--- src/gci_pkg.sv ---
//==================================================
// Shared constants for the global configuration block
//==================================================
package gci_pkg;
	// Data path widths
	localparam int FP_W = 16; // Free pool counter width
	localparam int LEN_W = 16; // Frame byte count width
	localparam int DATA_W = 32; // Packet data word width
	localparam int BYTE_W = 8; // One byte lane
	localparam int LANES = DATA_W / BYTE_W; // Byte lanes per word

	// Reset values of the configuration bits (masks set, rest clear)
	localparam logic RST_MBOX_MASK = 1'h1;
	localparam logic RST_BRIDGE_MASK = 1'h1;
	localparam logic RST_WARN_MASK = 1'h1;
	localparam logic RST_FAIL_MASK = 1'h1;
	localparam logic RST_SHORT_SEL = 1'h0;
	localparam logic RST_MON_SEL = 1'h0;
	localparam logic RST_BYTE_ORDER = 1'h0;
	localparam logic [FP_W-1:0] RST_THRESHOLD = 16'hffff; // Top so the first count is a new minimum

	// Short frame limits in bytes, frame is short below these
	localparam logic [LEN_W-1:0] SHORT_STD_CRC16 = 16'h0004;
	localparam logic [LEN_W-1:0] SHORT_STD_CRC32 = 16'h0006;
	localparam logic [LEN_W-1:0] SHORT_ALT_CRC16 = 16'h0002;
	localparam logic [LEN_W-1:0] SHORT_ALT_CRC32 = 16'h0004;

	// Monitor mode encodings
	localparam logic MON_CAPTURE_MIN = 1'h0;
	localparam logic MON_THRESH_IRQ = 1'h1;

	// Byte order encodings
	localparam logic ORDER_LITTLE = 1'h0;
	localparam logic ORDER_BIG = 1'h1;
endpackage : gci_pkg

--- src/gci_swap.sv ---
`timescale 1ns/1ps
//==================================================
// Registered byte lane swapper for packet data sections
//==================================================
module gci_swap (
	input wire logic core_clk_i,
	input wire logic srst_i,
	input wire logic valid_i,
	input wire logic swap_i,
	input wire logic [gci_pkg::DATA_W-1:0] data_i,
	output logic valid_o,
	output logic [gci_pkg::DATA_W-1:0] data_o
);
	logic [gci_pkg::DATA_W-1:0] swapped; // Lane-reversed copy of the input

	// One generate loop mirrors the lanes, no muxing per lane by hand
	genvar g;
	generate
		for (g = 0; g < gci_pkg::LANES; g++) begin : g_lane
			assign swapped[g*gci_pkg::BYTE_W +: gci_pkg::BYTE_W] =
				data_i[(gci_pkg::LANES-1-g)*gci_pkg::BYTE_W +: gci_pkg::BYTE_W];
		end
	endgenerate

	// Output data register, held when no word arrives
	always_ff @(posedge core_clk_i) begin
		if (srst_i) begin
			data_o <= '0;
		end else if (valid_i) begin
			data_o <= swap_i ? swapped : data_i;
		end
	end

	// Valid follows the input by one cycle
	always_ff @(posedge core_clk_i) begin
		if (srst_i) begin
			valid_o <= 1'h0;
		end else begin
			valid_o <= valid_i;
		end
	end

	// Big endian word comes out with lanes reversed
	swap_big_a: assert property (@(posedge core_clk_i) disable iff (srst_i)
		valid_i && swap_i |=> valid_o && data_o == {$past(data_i[7:0]), $past(data_i[15:8]),
			$past(data_i[23:16]), $past(data_i[31:24])})
		else $error("big endian word not swapped");

	// Unswapped word passes untouched
	swap_none_a: assert property (@(posedge core_clk_i) disable iff (srst_i)
		valid_i && !swap_i |=> data_o == $past(data_i))
		else $error("word altered without swap");
endmodule : gci_swap

--- src/gci_top.sv ---
`timescale 1ns/1ps
//==================================================
// Global configuration, vector masks, monitor and byte order
//==================================================
module gci_top (
	input wire logic core_clk_i,
	input wire logic srst_i,
	// Configuration load, bits sampled when cfg_load_i is high
	input wire logic cfg_load_i,
	input wire logic mailbox_vector_mask_i,
	input wire logic bridge_vector_mask_i,
	input wire logic rxbuf_warning_vector_mask_i,
	input wire logic rxbuf_fail_vector_mask_i,
	input wire logic short_frame_select_i,
	input wire logic rxbuf_monitor_select_i,
	input wire logic data_byte_order_i,
	// Vector requests from the sources, one-cycle pulses
	input wire logic mbox_req_i,
	input wire logic bridge_err_req_i,
	input wire logic rxbuf_warn_req_i,
	input wire logic rxbuf_aq_warn_req_i,
	input wire logic rxbuf_fail_req_i,
	// Receive buffer monitor
	input wire logic [gci_pkg::FP_W-1:0] free_pool_cnt_i,
	input wire logic thr_wr_i,
	input wire logic [gci_pkg::FP_W-1:0] thr_wdata_i,
	// Frame end report from any channel
	input wire logic frame_end_i,
	input wire logic frame_crc32_i,
	input wire logic [gci_pkg::LEN_W-1:0] frame_len_i,
	// Memory transfer word
	input wire logic xfer_valid_i,
	input wire logic xfer_is_data_i,
	input wire logic [gci_pkg::DATA_W-1:0] xfer_data_i,
	// Outputs
	output logic mbox_vec_o,
	output logic bridge_err_vec_o,
	output logic rxbuf_warn_vec_o,
	output logic rxbuf_aq_warn_vec_o,
	output logic rxbuf_fail_vec_o,
	output logic rxbuf_below_irq_o,
	output logic [gci_pkg::FP_W-1:0] rxbuf_threshold_reg_o,
	output logic short_frame_o,
	output logic xfer_valid_o,
	output logic [gci_pkg::DATA_W-1:0] xfer_data_o,
	output logic [6:0] cfg_readback_o
);
	//==================================================
	// Configuration register
	//==================================================
	logic mbox_mask; // Mailbox vector mask
	logic bridge_mask; // Bridge error vector mask
	logic warn_mask; // Buffer warning vector mask
	logic fail_mask; // Buffer fail vector mask
	logic short_sel; // Short frame limit select
	logic mon_sel; // Monitor mode select
	logic byte_order; // Packet data byte order

	// Settings latch on load; events already in flight used the old copy
	always_ff @(posedge core_clk_i) begin
		if (srst_i) begin
			mbox_mask <= gci_pkg::RST_MBOX_MASK;
			bridge_mask <= gci_pkg::RST_BRIDGE_MASK;
			warn_mask <= gci_pkg::RST_WARN_MASK;
			fail_mask <= gci_pkg::RST_FAIL_MASK;
			short_sel <= gci_pkg::RST_SHORT_SEL;
			mon_sel <= gci_pkg::RST_MON_SEL;
			byte_order <= gci_pkg::RST_BYTE_ORDER;
		end else if (cfg_load_i) begin
			mbox_mask <= mailbox_vector_mask_i;
			bridge_mask <= bridge_vector_mask_i;
			warn_mask <= rxbuf_warning_vector_mask_i;
			fail_mask <= rxbuf_fail_vector_mask_i;
			short_sel <= short_frame_select_i;
			mon_sel <= rxbuf_monitor_select_i;
			byte_order <= data_byte_order_i;
		end
	end

	// Readback of the live settings, bit 6 down to bit 0
	assign cfg_readback_o = {mbox_mask, bridge_mask, warn_mask, fail_mask, short_sel, mon_sel, byte_order};

	//==================================================
	// Vector masking
	//==================================================
	logic warn_block; // Warning mask counts only in threshold mode
	assign warn_block = warn_mask && (mon_sel == gci_pkg::MON_THRESH_IRQ);

	// Registered vector pulses gated by the masks
	always_ff @(posedge core_clk_i) begin
		if (srst_i) begin
			mbox_vec_o <= 1'h0;
			bridge_err_vec_o <= 1'h0;
			rxbuf_warn_vec_o <= 1'h0;
			rxbuf_aq_warn_vec_o <= 1'h0;
			rxbuf_fail_vec_o <= 1'h0;
		end else begin
			mbox_vec_o <= mbox_req_i && !mbox_mask;
			bridge_err_vec_o <= bridge_err_req_i && !bridge_mask;
			rxbuf_warn_vec_o <= rxbuf_warn_req_i && !warn_block;
			rxbuf_aq_warn_vec_o <= rxbuf_aq_warn_req_i && !warn_block;
			rxbuf_fail_vec_o <= rxbuf_fail_req_i && !fail_mask;
		end
	end

	mbox_mask_a: assert property (@(posedge core_clk_i) disable iff (srst_i)
		mbox_req_i |=> mbox_vec_o == !$past(mbox_mask))
		else $error("mailbox vector disagrees with mask");

	bridge_mask_a: assert property (@(posedge core_clk_i) disable iff (srst_i)
		bridge_err_req_i |=> bridge_err_vec_o == !$past(bridge_mask))
		else $error("bridge vector disagrees with mask");

	warn_block_a: assert property (@(posedge core_clk_i) disable iff (srst_i)
		rxbuf_aq_warn_req_i && warn_mask && mon_sel |=> !rxbuf_aq_warn_vec_o)
		else $error("queue warning passed while masked");

	warn_ignore_a: assert property (@(posedge core_clk_i) disable iff (srst_i)
		rxbuf_warn_req_i && !mon_sel |=> rxbuf_warn_vec_o)
		else $error("warning lost in capture mode");

	fail_mask_a: assert property (@(posedge core_clk_i) disable iff (srst_i)
		rxbuf_fail_req_i |=> rxbuf_fail_vec_o == !$past(fail_mask))
		else $error("fail vector disagrees with mask");

	//==================================================
	// Receive buffer monitor
	//==================================================
	logic cnt_below; // Count under the stored threshold now
	logic was_below; // Count was under it last cycle
	assign cnt_below = free_pool_cnt_i < rxbuf_threshold_reg_o;

	// Threshold register; software write beats the minimum tracker
	always_ff @(posedge core_clk_i) begin
		if (srst_i) begin
			rxbuf_threshold_reg_o <= gci_pkg::RST_THRESHOLD;
		end else if (thr_wr_i) begin
			rxbuf_threshold_reg_o <= thr_wdata_i;
		end else if (mon_sel == gci_pkg::MON_CAPTURE_MIN && cnt_below) begin
			rxbuf_threshold_reg_o <= free_pool_cnt_i;
		end
	end

	// Edge of falling under threshold, so a long dip gives one pulse
	always_ff @(posedge core_clk_i) begin
		if (srst_i) begin
			was_below <= 1'h0;
			rxbuf_below_irq_o <= 1'h0;
		end else begin
			was_below <= cnt_below;
			rxbuf_below_irq_o <= (mon_sel == gci_pkg::MON_THRESH_IRQ) && cnt_below && !was_below;
		end
	end

	min_track_a: assert property (@(posedge core_clk_i) disable iff (srst_i)
		!mon_sel && !thr_wr_i && cnt_below |=> rxbuf_threshold_reg_o == $past(free_pool_cnt_i))
		else $error("minimum count not recorded");

	below_irq_a: assert property (@(posedge core_clk_i) disable iff (srst_i)
		mon_sel && cnt_below && !was_below |=> rxbuf_below_irq_o ##1 !rxbuf_below_irq_o)
		else $error("threshold interrupt not a single pulse");

	//==================================================
	// Short frame classifier
	//==================================================
	logic [gci_pkg::LEN_W-1:0] short_limit; // Limit for this frame

	// One limit shared by every channel's frame end
	always_comb begin
		if (short_sel) begin
			short_limit = frame_crc32_i ? gci_pkg::SHORT_ALT_CRC32 : gci_pkg::SHORT_ALT_CRC16;
		end else begin
			short_limit = frame_crc32_i ? gci_pkg::SHORT_STD_CRC32 : gci_pkg::SHORT_STD_CRC16;
		end
	end

	// Verdict pulse one cycle after the frame end
	always_ff @(posedge core_clk_i) begin
		if (srst_i) begin
			short_frame_o <= 1'h0;
		end else begin
			short_frame_o <= frame_end_i && (frame_len_i < short_limit);
		end
	end

	short_std_a: assert property (@(posedge core_clk_i) disable iff (srst_i)
		frame_end_i && !short_sel && frame_crc32_i |=> short_frame_o == ($past(frame_len_i) < gci_pkg::SHORT_STD_CRC32))
		else $error("standard CRC32 short verdict wrong");

	short_alt_a: assert property (@(posedge core_clk_i) disable iff (srst_i)
		frame_end_i && short_sel && !frame_crc32_i |=> short_frame_o == ($past(frame_len_i) < gci_pkg::SHORT_ALT_CRC16))
		else $error("alternate CRC16 short verdict wrong");

	//==================================================
	// Byte order on packet data only
	//==================================================
	gci_swap u_swap (
		.core_clk_i(core_clk_i),
		.srst_i(srst_i),
		.valid_i(xfer_valid_i),
		.swap_i(xfer_is_data_i && byte_order == gci_pkg::ORDER_BIG),
		.data_i(xfer_data_i),
		.valid_o(xfer_valid_o),
		.data_o(xfer_data_o)
	);

	no_swap_meta_a: assert property (@(posedge core_clk_i) disable iff (srst_i)
		xfer_valid_i && !xfer_is_data_i |=> xfer_data_o == $past(xfer_data_i))
		else $error("non-data word was swapped");
endmodule : gci_top

--- config.mk ---
export PLATFORM = sky130hd
export DESIGN_NAME = gci_top
export DESIGN_NICKNAME = d
export VERILOG_FILES = /design/src/gci_pkg.sv /design/src/gci_swap.sv /design/src/gci_top.sv
export SDC_FILE = /design/constraint.sdc
export NUM_CORES = 1
export LEC_CHECK = 0
export CAP_MARGIN = 5
export CORE_ASPECT_RATIO = 2
export CORE_UTILIZATION = 57
export DETAILED_ROUTE_END_ITERATION = 8
export DONT_BUFFER_PORTS = 1
export PLACE_DENSITY_LB_ADDON = 0.05
export SKIP_LAST_GASP = 1
export SYNTH_ARGS = -nofsm -noshare
export SYNTH_HDL_FRONTEND = slang
export SYNTH_SLANG_ARGS = --single-unit
--- constraint.sdc ---
create_clock -name core_clk_i -period 1.92 [get_ports core_clk_i]
set_input_delay 0.288 -clock core_clk_i [delete_from_list [all_inputs] [get_ports core_clk_i]]
set_output_delay 0.288 -clock core_clk_i [all_outputs]
set_load 0.1 [all_outputs]
==> results of run 1 <==
final cells by class:
type,count,area [sq um],area share
clock inverter,5,28.8,0.00660
sequential,64,1330,0.306
timing repair buffer,78,603,0.138
tap,61,76.3,0.0175
clock buffer,11,254,0.0582
multi-input combinational,281,2000,0.460
inverter,16,62.6,0.0143
metal layers:
layer / routed length [um] / share of wire
met5: 0 / 0
met4: 322 / 0.034
met3: 826 / 0.087
met2: 5120 / 0.54
met1: 3190 / 0.34
cell families after synthesis:
| group | Yosys count | share of synthesized area |
|---|---|---|
| and+or+nand+nor | 179 | 0.268 |
| AOI/OAI and AO/OA | 81 | 0.198 |
| DFF | 64 | 0.377 |
| buffers and inverters | 63 | 0.0865 |
| adders and majority gates | 17 | 0.0625 |
| muxes | 3 | 0.00883 |
registers in the layout (all words and copies together) (netlist names):
name and count:
rxbuf_aq_warn_vec_o 1, byte_order 1, u_swap.valid_o 1, mbox_vec_o 1
mbox_mask 1, short_sel 1, u_swap.data_o 32, short_frame_o 1
was_below 1, bridge_err_vec_o 1, warn_mask 1, mon_sel 1
rxbuf_warn_vec_o 1, rxbuf_fail_vec_o 1, bridge_mask 1, rxbuf_threshold_reg_o 16
fail_mask 1, rxbuf_below_irq_o 1
how the worst max path moves through the flow:
stage | from | endpoint | slack [ns] | cells after the start
finish | rxbuf_threshold_reg_o[8] | rxbuf_threshold_reg_o[8] | -0.23 | 8
global route | rxbuf_threshold_reg_o[8] | rxbuf_threshold_reg_o[2] | -0.30 | 7
CTS | rxbuf_threshold_reg_o[9] | rxbuf_threshold_reg_o[2] | -0.19 | 7
detailed placement | rxbuf_threshold_reg_o[9] | rxbuf_threshold_reg_o[2] | -0.15 | 7
global placement | rxbuf_threshold_reg_o[9] | rxbuf_threshold_reg_o[2] | -0.12 | 7
floorplan | rxbuf_threshold_reg_o[14] | rxbuf_threshold_reg_o[14] | -0.41 | 10
per-stage QoR:
stage	total power [mW]	utilization	worst slack, ns	hold slack (ns)
floorplan	2.61	-	-0.407	0.410
detailed placement	2.76	0.682	-0.152	0.369
finish	4.32	0.764	-0.233	0.0503
global route	4.47	0.764	-0.302	0.0226
global placement	2.74	0.682	-0.116	0.361
CTS	4.32	0.748	-0.185	0.0219
power by group through the flow:
| stage | clock, mW | sequential [mW] | combinational, mW |
|---|---|---|---|
| 2_1_floorplan | 0 | 2.14 | 0.464 |
| 3_3_place_gp | 0 | 1.50 | 1.24 |
| 3_5_place_dp | 0 | 1.50 | 1.25 |
| 4_1_cts | 1.55 | 1.48 | 1.29 |
| 5_1_grt | 1.61 | 1.49 | 1.37 |
| 6_report | 1.53 | 1.48 | 1.31 |
placed cells by master (no fill, tap or decap), types with 2 or more instances in the layout:
cell	n
sky130_fd_sc_hd__nor2_1	38
sky130_fd_sc_hd__or3_1	17
sky130_fd_sc_hd__a211oi_2	10
sky130_fd_sc_hd__dfxtp_4	12
sky130_fd_sc_hd__nand3_1	33
sky130_fd_sc_hd__inv_2	7
sky130_fd_sc_hd__ha_4	5
sky130_fd_sc_hd__a31oi_1	8
sky130_fd_sc_hd__nor3_1	17
sky130_fd_sc_hd__clkbuf_16	10
sky130_fd_sc_hd__dfxtp_1	47
sky130_fd_sc_hd__dfxtp_2	5
sky130_fd_sc_hd__a21oi_1	5
sky130_fd_sc_hd__a211oi_1	6
sky130_fd_sc_hd__clkinv_2	3
sky130_fd_sc_hd__o21ai_0	2
sky130_fd_sc_hd__buf_6	2
sky130_fd_sc_hd__a311oi_1	32
sky130_fd_sc_hd__and3_4	3
sky130_fd_sc_hd__buf_4	74
sky130_fd_sc_hd__nor2b_1	5
sky130_fd_sc_hd__inv_1	8
sky130_fd_sc_hd__ha_1	12
sky130_fd_sc_hd__nand2_1	35
sky130_fd_sc_hd__nor4_1	3
sky130_fd_sc_hd__mux2i_1	3
sky130_fd_sc_hd__a31oi_2	4
sky130_fd_sc_hd__inv_4	2
sky130_fd_sc_hd__and2_1	2
sky130_fd_sc_hd__a211o_1	4
sky130_fd_sc_hd__nand4_1	4
sky130_fd_sc_hd__nor3b_1	19
sky130_fd_sc_hd__a31oi_4	5
what timing repair did:
item                                    in CTS  in global routing
buffers inserted                             0                  2
resized for setup                           13                 10
endpoints found under the hold margin        0                  0
pin swaps                                    0                  2
cloned                                       1                  1
endpoints found under the setup margin      18                 18
==> flow_results.xml, run 1 <==
<?xml version="1.0" encoding="UTF-8"?>
<metrics>
  <group name="outcome">
    <metric name="status" unit="">finished with violations</metric>
    <metric name="failed_checks" unit="">setup timing</metric>
  </group>
  <group name="sta">
    <metric name="rsz_0062_raised_after_global_routing" unit="">true</metric>
    <metric name="worst_slew_pin_slew" unit="ns">0.471</metric>
    <metric name="max_freq" unit="GHz">0.464</metric>
    <metric name="report.final.hold_viol_count" unit="">0</metric>
    <metric name="maxSlewViolCount" unit="">0</metric>
    <metric name="layout_setup_ws" unit="ns">-0.233</metric>
    <metric name="min_period" unit="ns">2.15</metric>
    <metric name="timing.final.crit_share" unit="">1.12</metric>
    <metric name="relSlewSlack" unit="">0.678</metric>
    <metric name="setup_viol" unit="">18</metric>
    <metric name="fin_tns_setup" unit="ns">-3.38</metric>
    <metric name="final.setup_skew" unit="ns">0.00538</metric>
  </group>
  <group name="placement">
    <metric name="dp_cells" unit="">496</metric>
    <metric name="post-dp-hpwl" unit="mm">6.33</metric>
    <metric name="place_congestion" unit="">0.796</metric>
    <metric name="placed_area" unit="sq mm">0.00389</metric>
    <metric name="port-buffer-count" unit="">0</metric>
  </group>
  <group name="setup_path">
    <metric name="critical_path.reg2reg.startpoint" unit="">rxbuf_threshold_reg_o[8]</metric>
    <metric name="r2r-end" unit="">rxbuf_threshold_reg_o[8]</metric>
    <metric name="path_class" unit="">reg -&gt; reg</metric>
    <metric name="setup.worst_path.start_class" unit="">register</metric>
    <metric name="cp_data_required_time" unit="ns">2.13</metric>
    <metric name="crit_arrival" unit="ns">2.36</metric>
    <metric name="ff2ff_path_depth" unit="">8</metric>
    <metric name="worstPathBufferInverterCount" unit="">2</metric>
    <metric name="critical_path.slowest_cell" unit="">sky130_fd_sc_hd__or3_1</metric>
    <metric name="setup.reg_to_reg.worst_slack" unit="ns">-0.23</metric>
    <metric name="critical_path.max_stage_delay" unit="ns">0.39</metric>
    <metric name="worstPathCellList" unit="">inv_4 -&gt; ha_4 -&gt; nand4_1 -&gt; or3_1 -&gt; o31a_1 -&gt; buf_2 -&gt; a31oi_2 -&gt; a211oi_2</metric>
    <metric name="crit_fanout" unit="">6</metric>
    <metric name="end_kind" unit="">register</metric>
    <metric name="crit_family" unit="">compound AO/OA/AOI/OAI gates</metric>
  </group>
  <group name="global_routing">
    <metric name="top_usage_layer" unit="">met2</metric>
    <metric name="wire_length_of_the_first_global_routing_pass" unit="mm">14.8</metric>
    <metric name="grt_antenna_before_repair" unit="">0</metric>
    <metric name="global_route.usage.total" unit="">0.301</metric>
    <metric name="grt_remaining_overflow" unit="">0</metric>
    <metric name="grt_start_max_net_pins" unit="">95</metric>
    <metric name="met3_usage" unit="">0.0863</metric>
    <metric name="global_route.usage.met1" unit="">0.309</metric>
    <metric name="global_route.usage.met2" unit="">0.529</metric>
    <metric name="number_of_global_route_vias_before_repair" unit="">3248</metric>
  </group>
  <group name="die">
    <metric name="placementRows" unit="">39</metric>
    <metric name="die-width" unit="um">56.6</metric>
    <metric name="starting_density_of_the_core" unit="">0.596</metric>
    <metric name="floorplan.die.height" unit="um">111</metric>
    <metric name="core_area" unit="sq mm">0.00571</metric>
    <metric name="ios" unit="">163</metric>
    <metric name="design.die.area" unit="sq mm">0.00630</metric>
  </group>
  <group name="pwr">
    <metric name="max-vdd-ir-drop" unit="mV">1.13</metric>
    <metric name="switching_power" unit="mW">1.61</metric>
    <metric name="power.share.switching" unit="">0.373</metric>
    <metric name="combPwrFrac" unit="">0.304</metric>
    <metric name="p_clk_frac" unit="">0.354</metric>
    <metric name="pwr_density_cell" unit="mW/mm^2">990</metric>
    <metric name="seq_power_share" unit="">0.342</metric>
    <metric name="cellInternalPower" unit="mW">2.71</metric>
    <metric name="pleak" unit="nW">1.76</metric>
  </group>
  <group name="synth">
    <metric name="post_synth_edffs" unit="">0</metric>
    <metric name="synth_area_leaders" unit="">sky130_fd_sc_hd__dfxtp_1 38%, sky130_fd_sc_hd__a311oi_1 8.2%, sky130_fd_sc_hd__ha_1 6.3%, sky130_fd_sc_hd__nand3_1 4.9%, sky130_fd_sc_hd__nor2_1 4.2%</metric>
    <metric name="synthesis.area_per_instance" unit="sq um">8.36</metric>
    <metric name="synth-async-reset-ratio" unit="">0</metric>
    <metric name="yosysTopAreaCell" unit="">sky130_fd_sc_hd__dfxtp_1</metric>
    <metric name="ys_seq_elements" unit="">64</metric>
    <metric name="synth_top_cells_by_count" unit="">64 x sky130_fd_sc_hd__dfxtp_1, 38 x sky130_fd_sc_hd__nor2_1, 35 x sky130_fd_sc_hd__nand2_1</metric>
    <metric name="yosysWarningCount" unit="">0</metric>
    <metric name="yosys.cell_types.count" unit="">37</metric>
    <metric name="post_synth_inst_count" unit="">407</metric>
    <metric name="synth_largest_type_area_fraction" unit="">0.377</metric>
    <metric name="post_synth_net_total" unit="">524</metric>
    <metric name="yosys.cell_count.top_type" unit="">sky130_fd_sc_hd__dfxtp_1</metric>
    <metric name="synth_top_flop_cell" unit="">sky130_fd_sc_hd__dfxtp_1</metric>
    <metric name="synth-seq-area-share" unit="">0.377</metric>
    <metric name="synth_area" unit="sq mm">0.00340</metric>
  </group>
  <group name="drt">
    <metric name="viasPerCell" unit="">6.35</metric>
    <metric name="dr.pass1.iters" unit="">7</metric>
    <metric name="wl_per_cell" unit="um">18.3</metric>
    <metric name="drtIter0Drc" unit="">218</metric>
    <metric name="route.vias.total" unit="">3277</metric>
    <metric name="post-route-drc-count" unit="">0</metric>
    <metric name="wl" unit="mm">9.46</metric>
    <metric name="drtAntennaViolNets" unit="">0</metric>
  </group>
  <group name="clock_tree">
    <metric name="htreeDepth" unit="">3</metric>
    <metric name="tritoncts" unit="">yes</metric>
    <metric name="cts.root.buffer_cell" unit="">sky130_fd_sc_hd__clkbuf_16</metric>
    <metric name="cts.path.max_buffers" unit="">2</metric>
    <metric name="cts_inserted_buffers" unit="">9</metric>
    <metric name="clk_latency" unit="ns">0.33</metric>
    <metric name="clock_sinks" unit="">64</metric>
    <metric name="postCtsHoldBufs" unit="">0</metric>
    <metric name="clkTransAtPathRegs" unit="ns">0.06</metric>
  </group>
  <group name="finish">
    <metric name="final_layout_size_suffix_gt1_frac" unit="">0.321</metric>
    <metric name="antenna_cells" unit="">0</metric>
    <metric name="fill_cells" unit="">434</metric>
    <metric name="post_layout_net_count" unit="">567</metric>
    <metric name="layoutNonFillerInstCount" unit="">516</metric>
    <metric name="syn2layout_area_growth" unit="%">28.3</metric>
    <metric name="postLayoutCellArea" unit="sq mm">0.00436</metric>
  </group>
  <group name="worst_hold_path">
    <metric name="min_to" unit="">rxbuf_fail_vec_o</metric>
    <metric name="whs_path_depth" unit="">1</metric>
    <metric name="worst_hold_path_type" unit="">in -&gt; reg</metric>
    <metric name="hold_start" unit="">srst_i</metric>
  </group>
  <group name="flow_run">
    <metric name="max_cap_violations" unit="">0</metric>
  </group>
</metrics>
(Power assumes the default switching activity.)
==> run 2: changes to the inputs <==
--- a/config.mk
+++ b/config.mk
@@ -15,3 +15,4 @@
 export SYNTH_ARGS = -nofsm -noshare
 export SYNTH_HDL_FRONTEND = slang
 export SYNTH_SLANG_ARGS = --single-unit
+export TNS_END_PERCENT = 10
==> run 2 against run 1 <==
  * Fmax rose by 0.68%
  * Global-route usage down 0.90 points
  * Die area unchanged
  * Flip-flop and latch count is the same
  * Combinational power decreased by 3%
  * Setup slack improved by 0.015 ns
  * Final area decreased by 3.8%
  * Cell count fell by 0.78%
  * The run still ends with setup timing left
  * Register-to-register slack barely moved
  * Sequential power barely moved
  * Total power up 0.26%
  * Clock power increased by 3%
==> flow_results.xml, run 2 (synthesis results as in run 1) <==
<?xml version="1.0" encoding="UTF-8"?>
<metrics>
  <group name="clock_tree">
    <metric name="tritoncts" unit="">yes</metric>
    <metric name="clkTransAtPathRegs" unit="ns">0.05</metric>
    <metric name="postCtsHoldBufs" unit="">0</metric>
    <metric name="cts.root.buffer_cell" unit="">sky130_fd_sc_hd__clkbuf_16</metric>
    <metric name="clock_sinks" unit="">64</metric>
    <metric name="cts_inserted_buffers" unit="">9</metric>
    <metric name="cts.path.max_buffers" unit="">2</metric>
    <metric name="clk_latency" unit="ns">0.33</metric>
    <metric name="htreeDepth" unit="">3</metric>
  </group>
  <group name="global_routing">
    <metric name="grt_antenna_before_repair" unit="">0</metric>
    <metric name="number_of_global_route_vias_before_repair" unit="">3207</metric>
    <metric name="wire_length_of_the_first_global_routing_pass" unit="mm">14.4</metric>
    <metric name="grt_remaining_overflow" unit="">0</metric>
    <metric name="global_route.usage.total" unit="">0.292</metric>
    <metric name="grt_start_max_net_pins" unit="">95</metric>
  </group>
  <group name="placement">
    <metric name="post-dp-hpwl" unit="mm">6.22</metric>
    <metric name="dp_cells" unit="">495</metric>
    <metric name="place_congestion" unit="">0.837</metric>
    <metric name="placed_area" unit="sq mm">0.00387</metric>
    <metric name="port-buffer-count" unit="">0</metric>
  </group>
  <group name="setup_path">
    <metric name="critical_path.max_stage_delay" unit="ns">0.38</metric>
    <metric name="path_class" unit="">reg -&gt; reg</metric>
    <metric name="worstPathCellList" unit="">inv_2 -&gt; ha_1 -&gt; nand4_1 -&gt; or3_1 -&gt; o31a_1 -&gt; buf_4 -&gt; a31oi_2 -&gt; a211oi_2</metric>
    <metric name="cp_data_required_time" unit="ns">2.12</metric>
    <metric name="worstPathBufferInverterCount" unit="">2</metric>
    <metric name="crit_fanout" unit="">12</metric>
    <metric name="setup.worst_path.start_class" unit="">register</metric>
    <metric name="end_kind" unit="">register</metric>
    <metric name="critical_path.slowest_cell" unit="">sky130_fd_sc_hd__or3_1</metric>
    <metric name="crit_arrival" unit="ns">2.34</metric>
    <metric name="crit_family" unit="">compound AO/OA/AOI/OAI gates</metric>
  </group>
  <group name="sta">
    <metric name="setup_viol" unit="">18</metric>
    <metric name="max_freq" unit="GHz">0.468</metric>
    <metric name="final.setup_skew" unit="ns">0.00476</metric>
    <metric name="worst_slew_pin_slew" unit="ns">0.431</metric>
    <metric name="whs" unit="ns">0.0628</metric>
    <metric name="min_period" unit="ns">2.14</metric>
    <metric name="layout_setup_ws" unit="ns">-0.219</metric>
    <metric name="rsz_0062_raised_after_global_routing" unit="">true</metric>
    <metric name="timing.final.crit_share" unit="">1.11</metric>
    <metric name="fin_tns_setup" unit="ns">-3.08</metric>
    <metric name="relSlewSlack" unit="">0.706</metric>
    <metric name="report.final.hold_viol_count" unit="">0</metric>
    <metric name="maxSlewViolCount" unit="">0</metric>
  </group>
  <group name="finish">
    <metric name="registers.top_by_ff_count" unit="">u_swap.data_o</metric>
    <metric name="postLayoutCellArea" unit="sq mm">0.00420</metric>
    <metric name="mostFrequentLayoutCell" unit="">sky130_fd_sc_hd__buf_4</metric>
    <metric name="post_layout_net_count" unit="">563</metric>
    <metric name="final_cell_mix" unit="">74 x sky130_fd_sc_hd__buf_4, 47 x sky130_fd_sc_hd__dfxtp_1, 38 x sky130_fd_sc_hd__nor2_1</metric>
    <metric name="antenna_cells" unit="">0</metric>
    <metric name="syn2layout_area_growth" unit="%">23.4</metric>
    <metric name="largest_register_ff_count" unit="">32</metric>
    <metric name="layoutNonFillerInstCount" unit="">512</metric>
    <metric name="final_layout_size_suffix_gt1_frac" unit="">0.284</metric>
    <metric name="biggestRegsByFlops" unit="">u_swap.data_o (32), rxbuf_threshold_reg_o (16)</metric>
  </group>
  <group name="pwr">
    <metric name="max-vdd-ir-drop" unit="mV">1.15</metric>
    <metric name="pleak" unit="nW">1.74</metric>
    <metric name="totalPowerFinal" unit="mW">4.33</metric>
    <metric name="pwr_density_cell" unit="mW/mm^2">1030</metric>
  </group>
  <group name="worst_hold_path">
    <metric name="worst_hold_path_type" unit="">in -&gt; reg</metric>
  </group>
  <group name="drt">
    <metric name="viasPerCell" unit="">6.28</metric>
    <metric name="wl_per_cell" unit="um">18.2</metric>
    <metric name="dr.pass1.iters" unit="">4</metric>
    <metric name="post-route-drc-count" unit="">0</metric>
    <metric name="drtAntennaViolNets" unit="">0</metric>
    <metric name="drtIter0Drc" unit="">233</metric>
    <metric name="route.vias.total" unit="">3214</metric>
    <metric name="wl" unit="mm">9.33</metric>
  </group>
  <group name="die">
    <metric name="placementRows" unit="">39</metric>
    <metric name="starting_density_of_the_core" unit="">0.596</metric>
    <metric name="ios" unit="">163</metric>
    <metric name="die-width" unit="um">56.6</metric>
    <metric name="core_area" unit="sq mm">0.00571</metric>
    <metric name="design.die.area" unit="sq mm">0.00630</metric>
    <metric name="floorplan.die.height" unit="um">111</metric>
  </group>
  <group name="flow_run">
    <metric name="max_cap_violations" unit="">0</metric>
  </group>
  <group name="outcome">
    <metric name="status" unit="">finished with violations</metric>
    <metric name="failed_checks" unit="">setup timing</metric>
  </group>
</metrics>
run 2: cell count changes in the layout (fill, tap and decap cells not counted), sizes merged:
cell / before / now
clkinv: 3 / 2
buf: 78 / 74
clkbuf: 11 / 14
clkinvlp: 1 / 0
inv: 17 / 16
run 2: area by class of cell:
type                       instances  area, sq um
inverter                          16         60.1
sequential                        64         1330
tap                               61         76.3
timing repair buffer              74          556
fill                             468         1510
multi-input combinational        281         1880
clock buffer                      14          285
clock inverter                     2         10.0
run 2: layer usage:
metal | global-route usage | wire [um] | vias up
li1 | - | - | 1561
met3 | 0.0887 | 689 | 24
met5 | 0 | 0 | -
met1 | 0.297 | 3290 | 1507
met4 | 0.158 | 274 | 0
met2 | 0.513 | 5080 | 122
run 2: stage by stage:
step	util	setup WS [ns]
final	0.735	-0.219
after global routing	0.735	-0.257
after CTS	0.732	-0.165
after detailed placement	0.678	-0.144
after global placement	0.678	-0.103
after floorplan	-	-0.428
run 2: worst paths after layout:
path	slack, ns	to	cells after the start	startpoint
max	-0.22	rxbuf_threshold_reg_o[10]	8	rxbuf_threshold_reg_o[9]
min	0.06	rxbuf_fail_vec_o	1	srst_i
max reg2reg	-0.22	rxbuf_threshold_reg_o[10]	8	rxbuf_threshold_reg_o[9]
min reg2reg	0.44	bridge_err_vec_o	1	bridge_mask
run 2: report_power, final:
part           leakage, nW  internal, mW  switching (mW)
combinational         1.06         0.308           0.965
sequential           0.531          1.43          0.0381
clock                0.148          1.02           0.566
run 2: what timing repair did:
action / in CTS / in global routing
endpoints found under the setup margin: 17 / 18
gates resized for setup: 2 / 2
gates cloned: 0 / 1
pin swaps: 1 / 0
setup buffers: 0 / 0
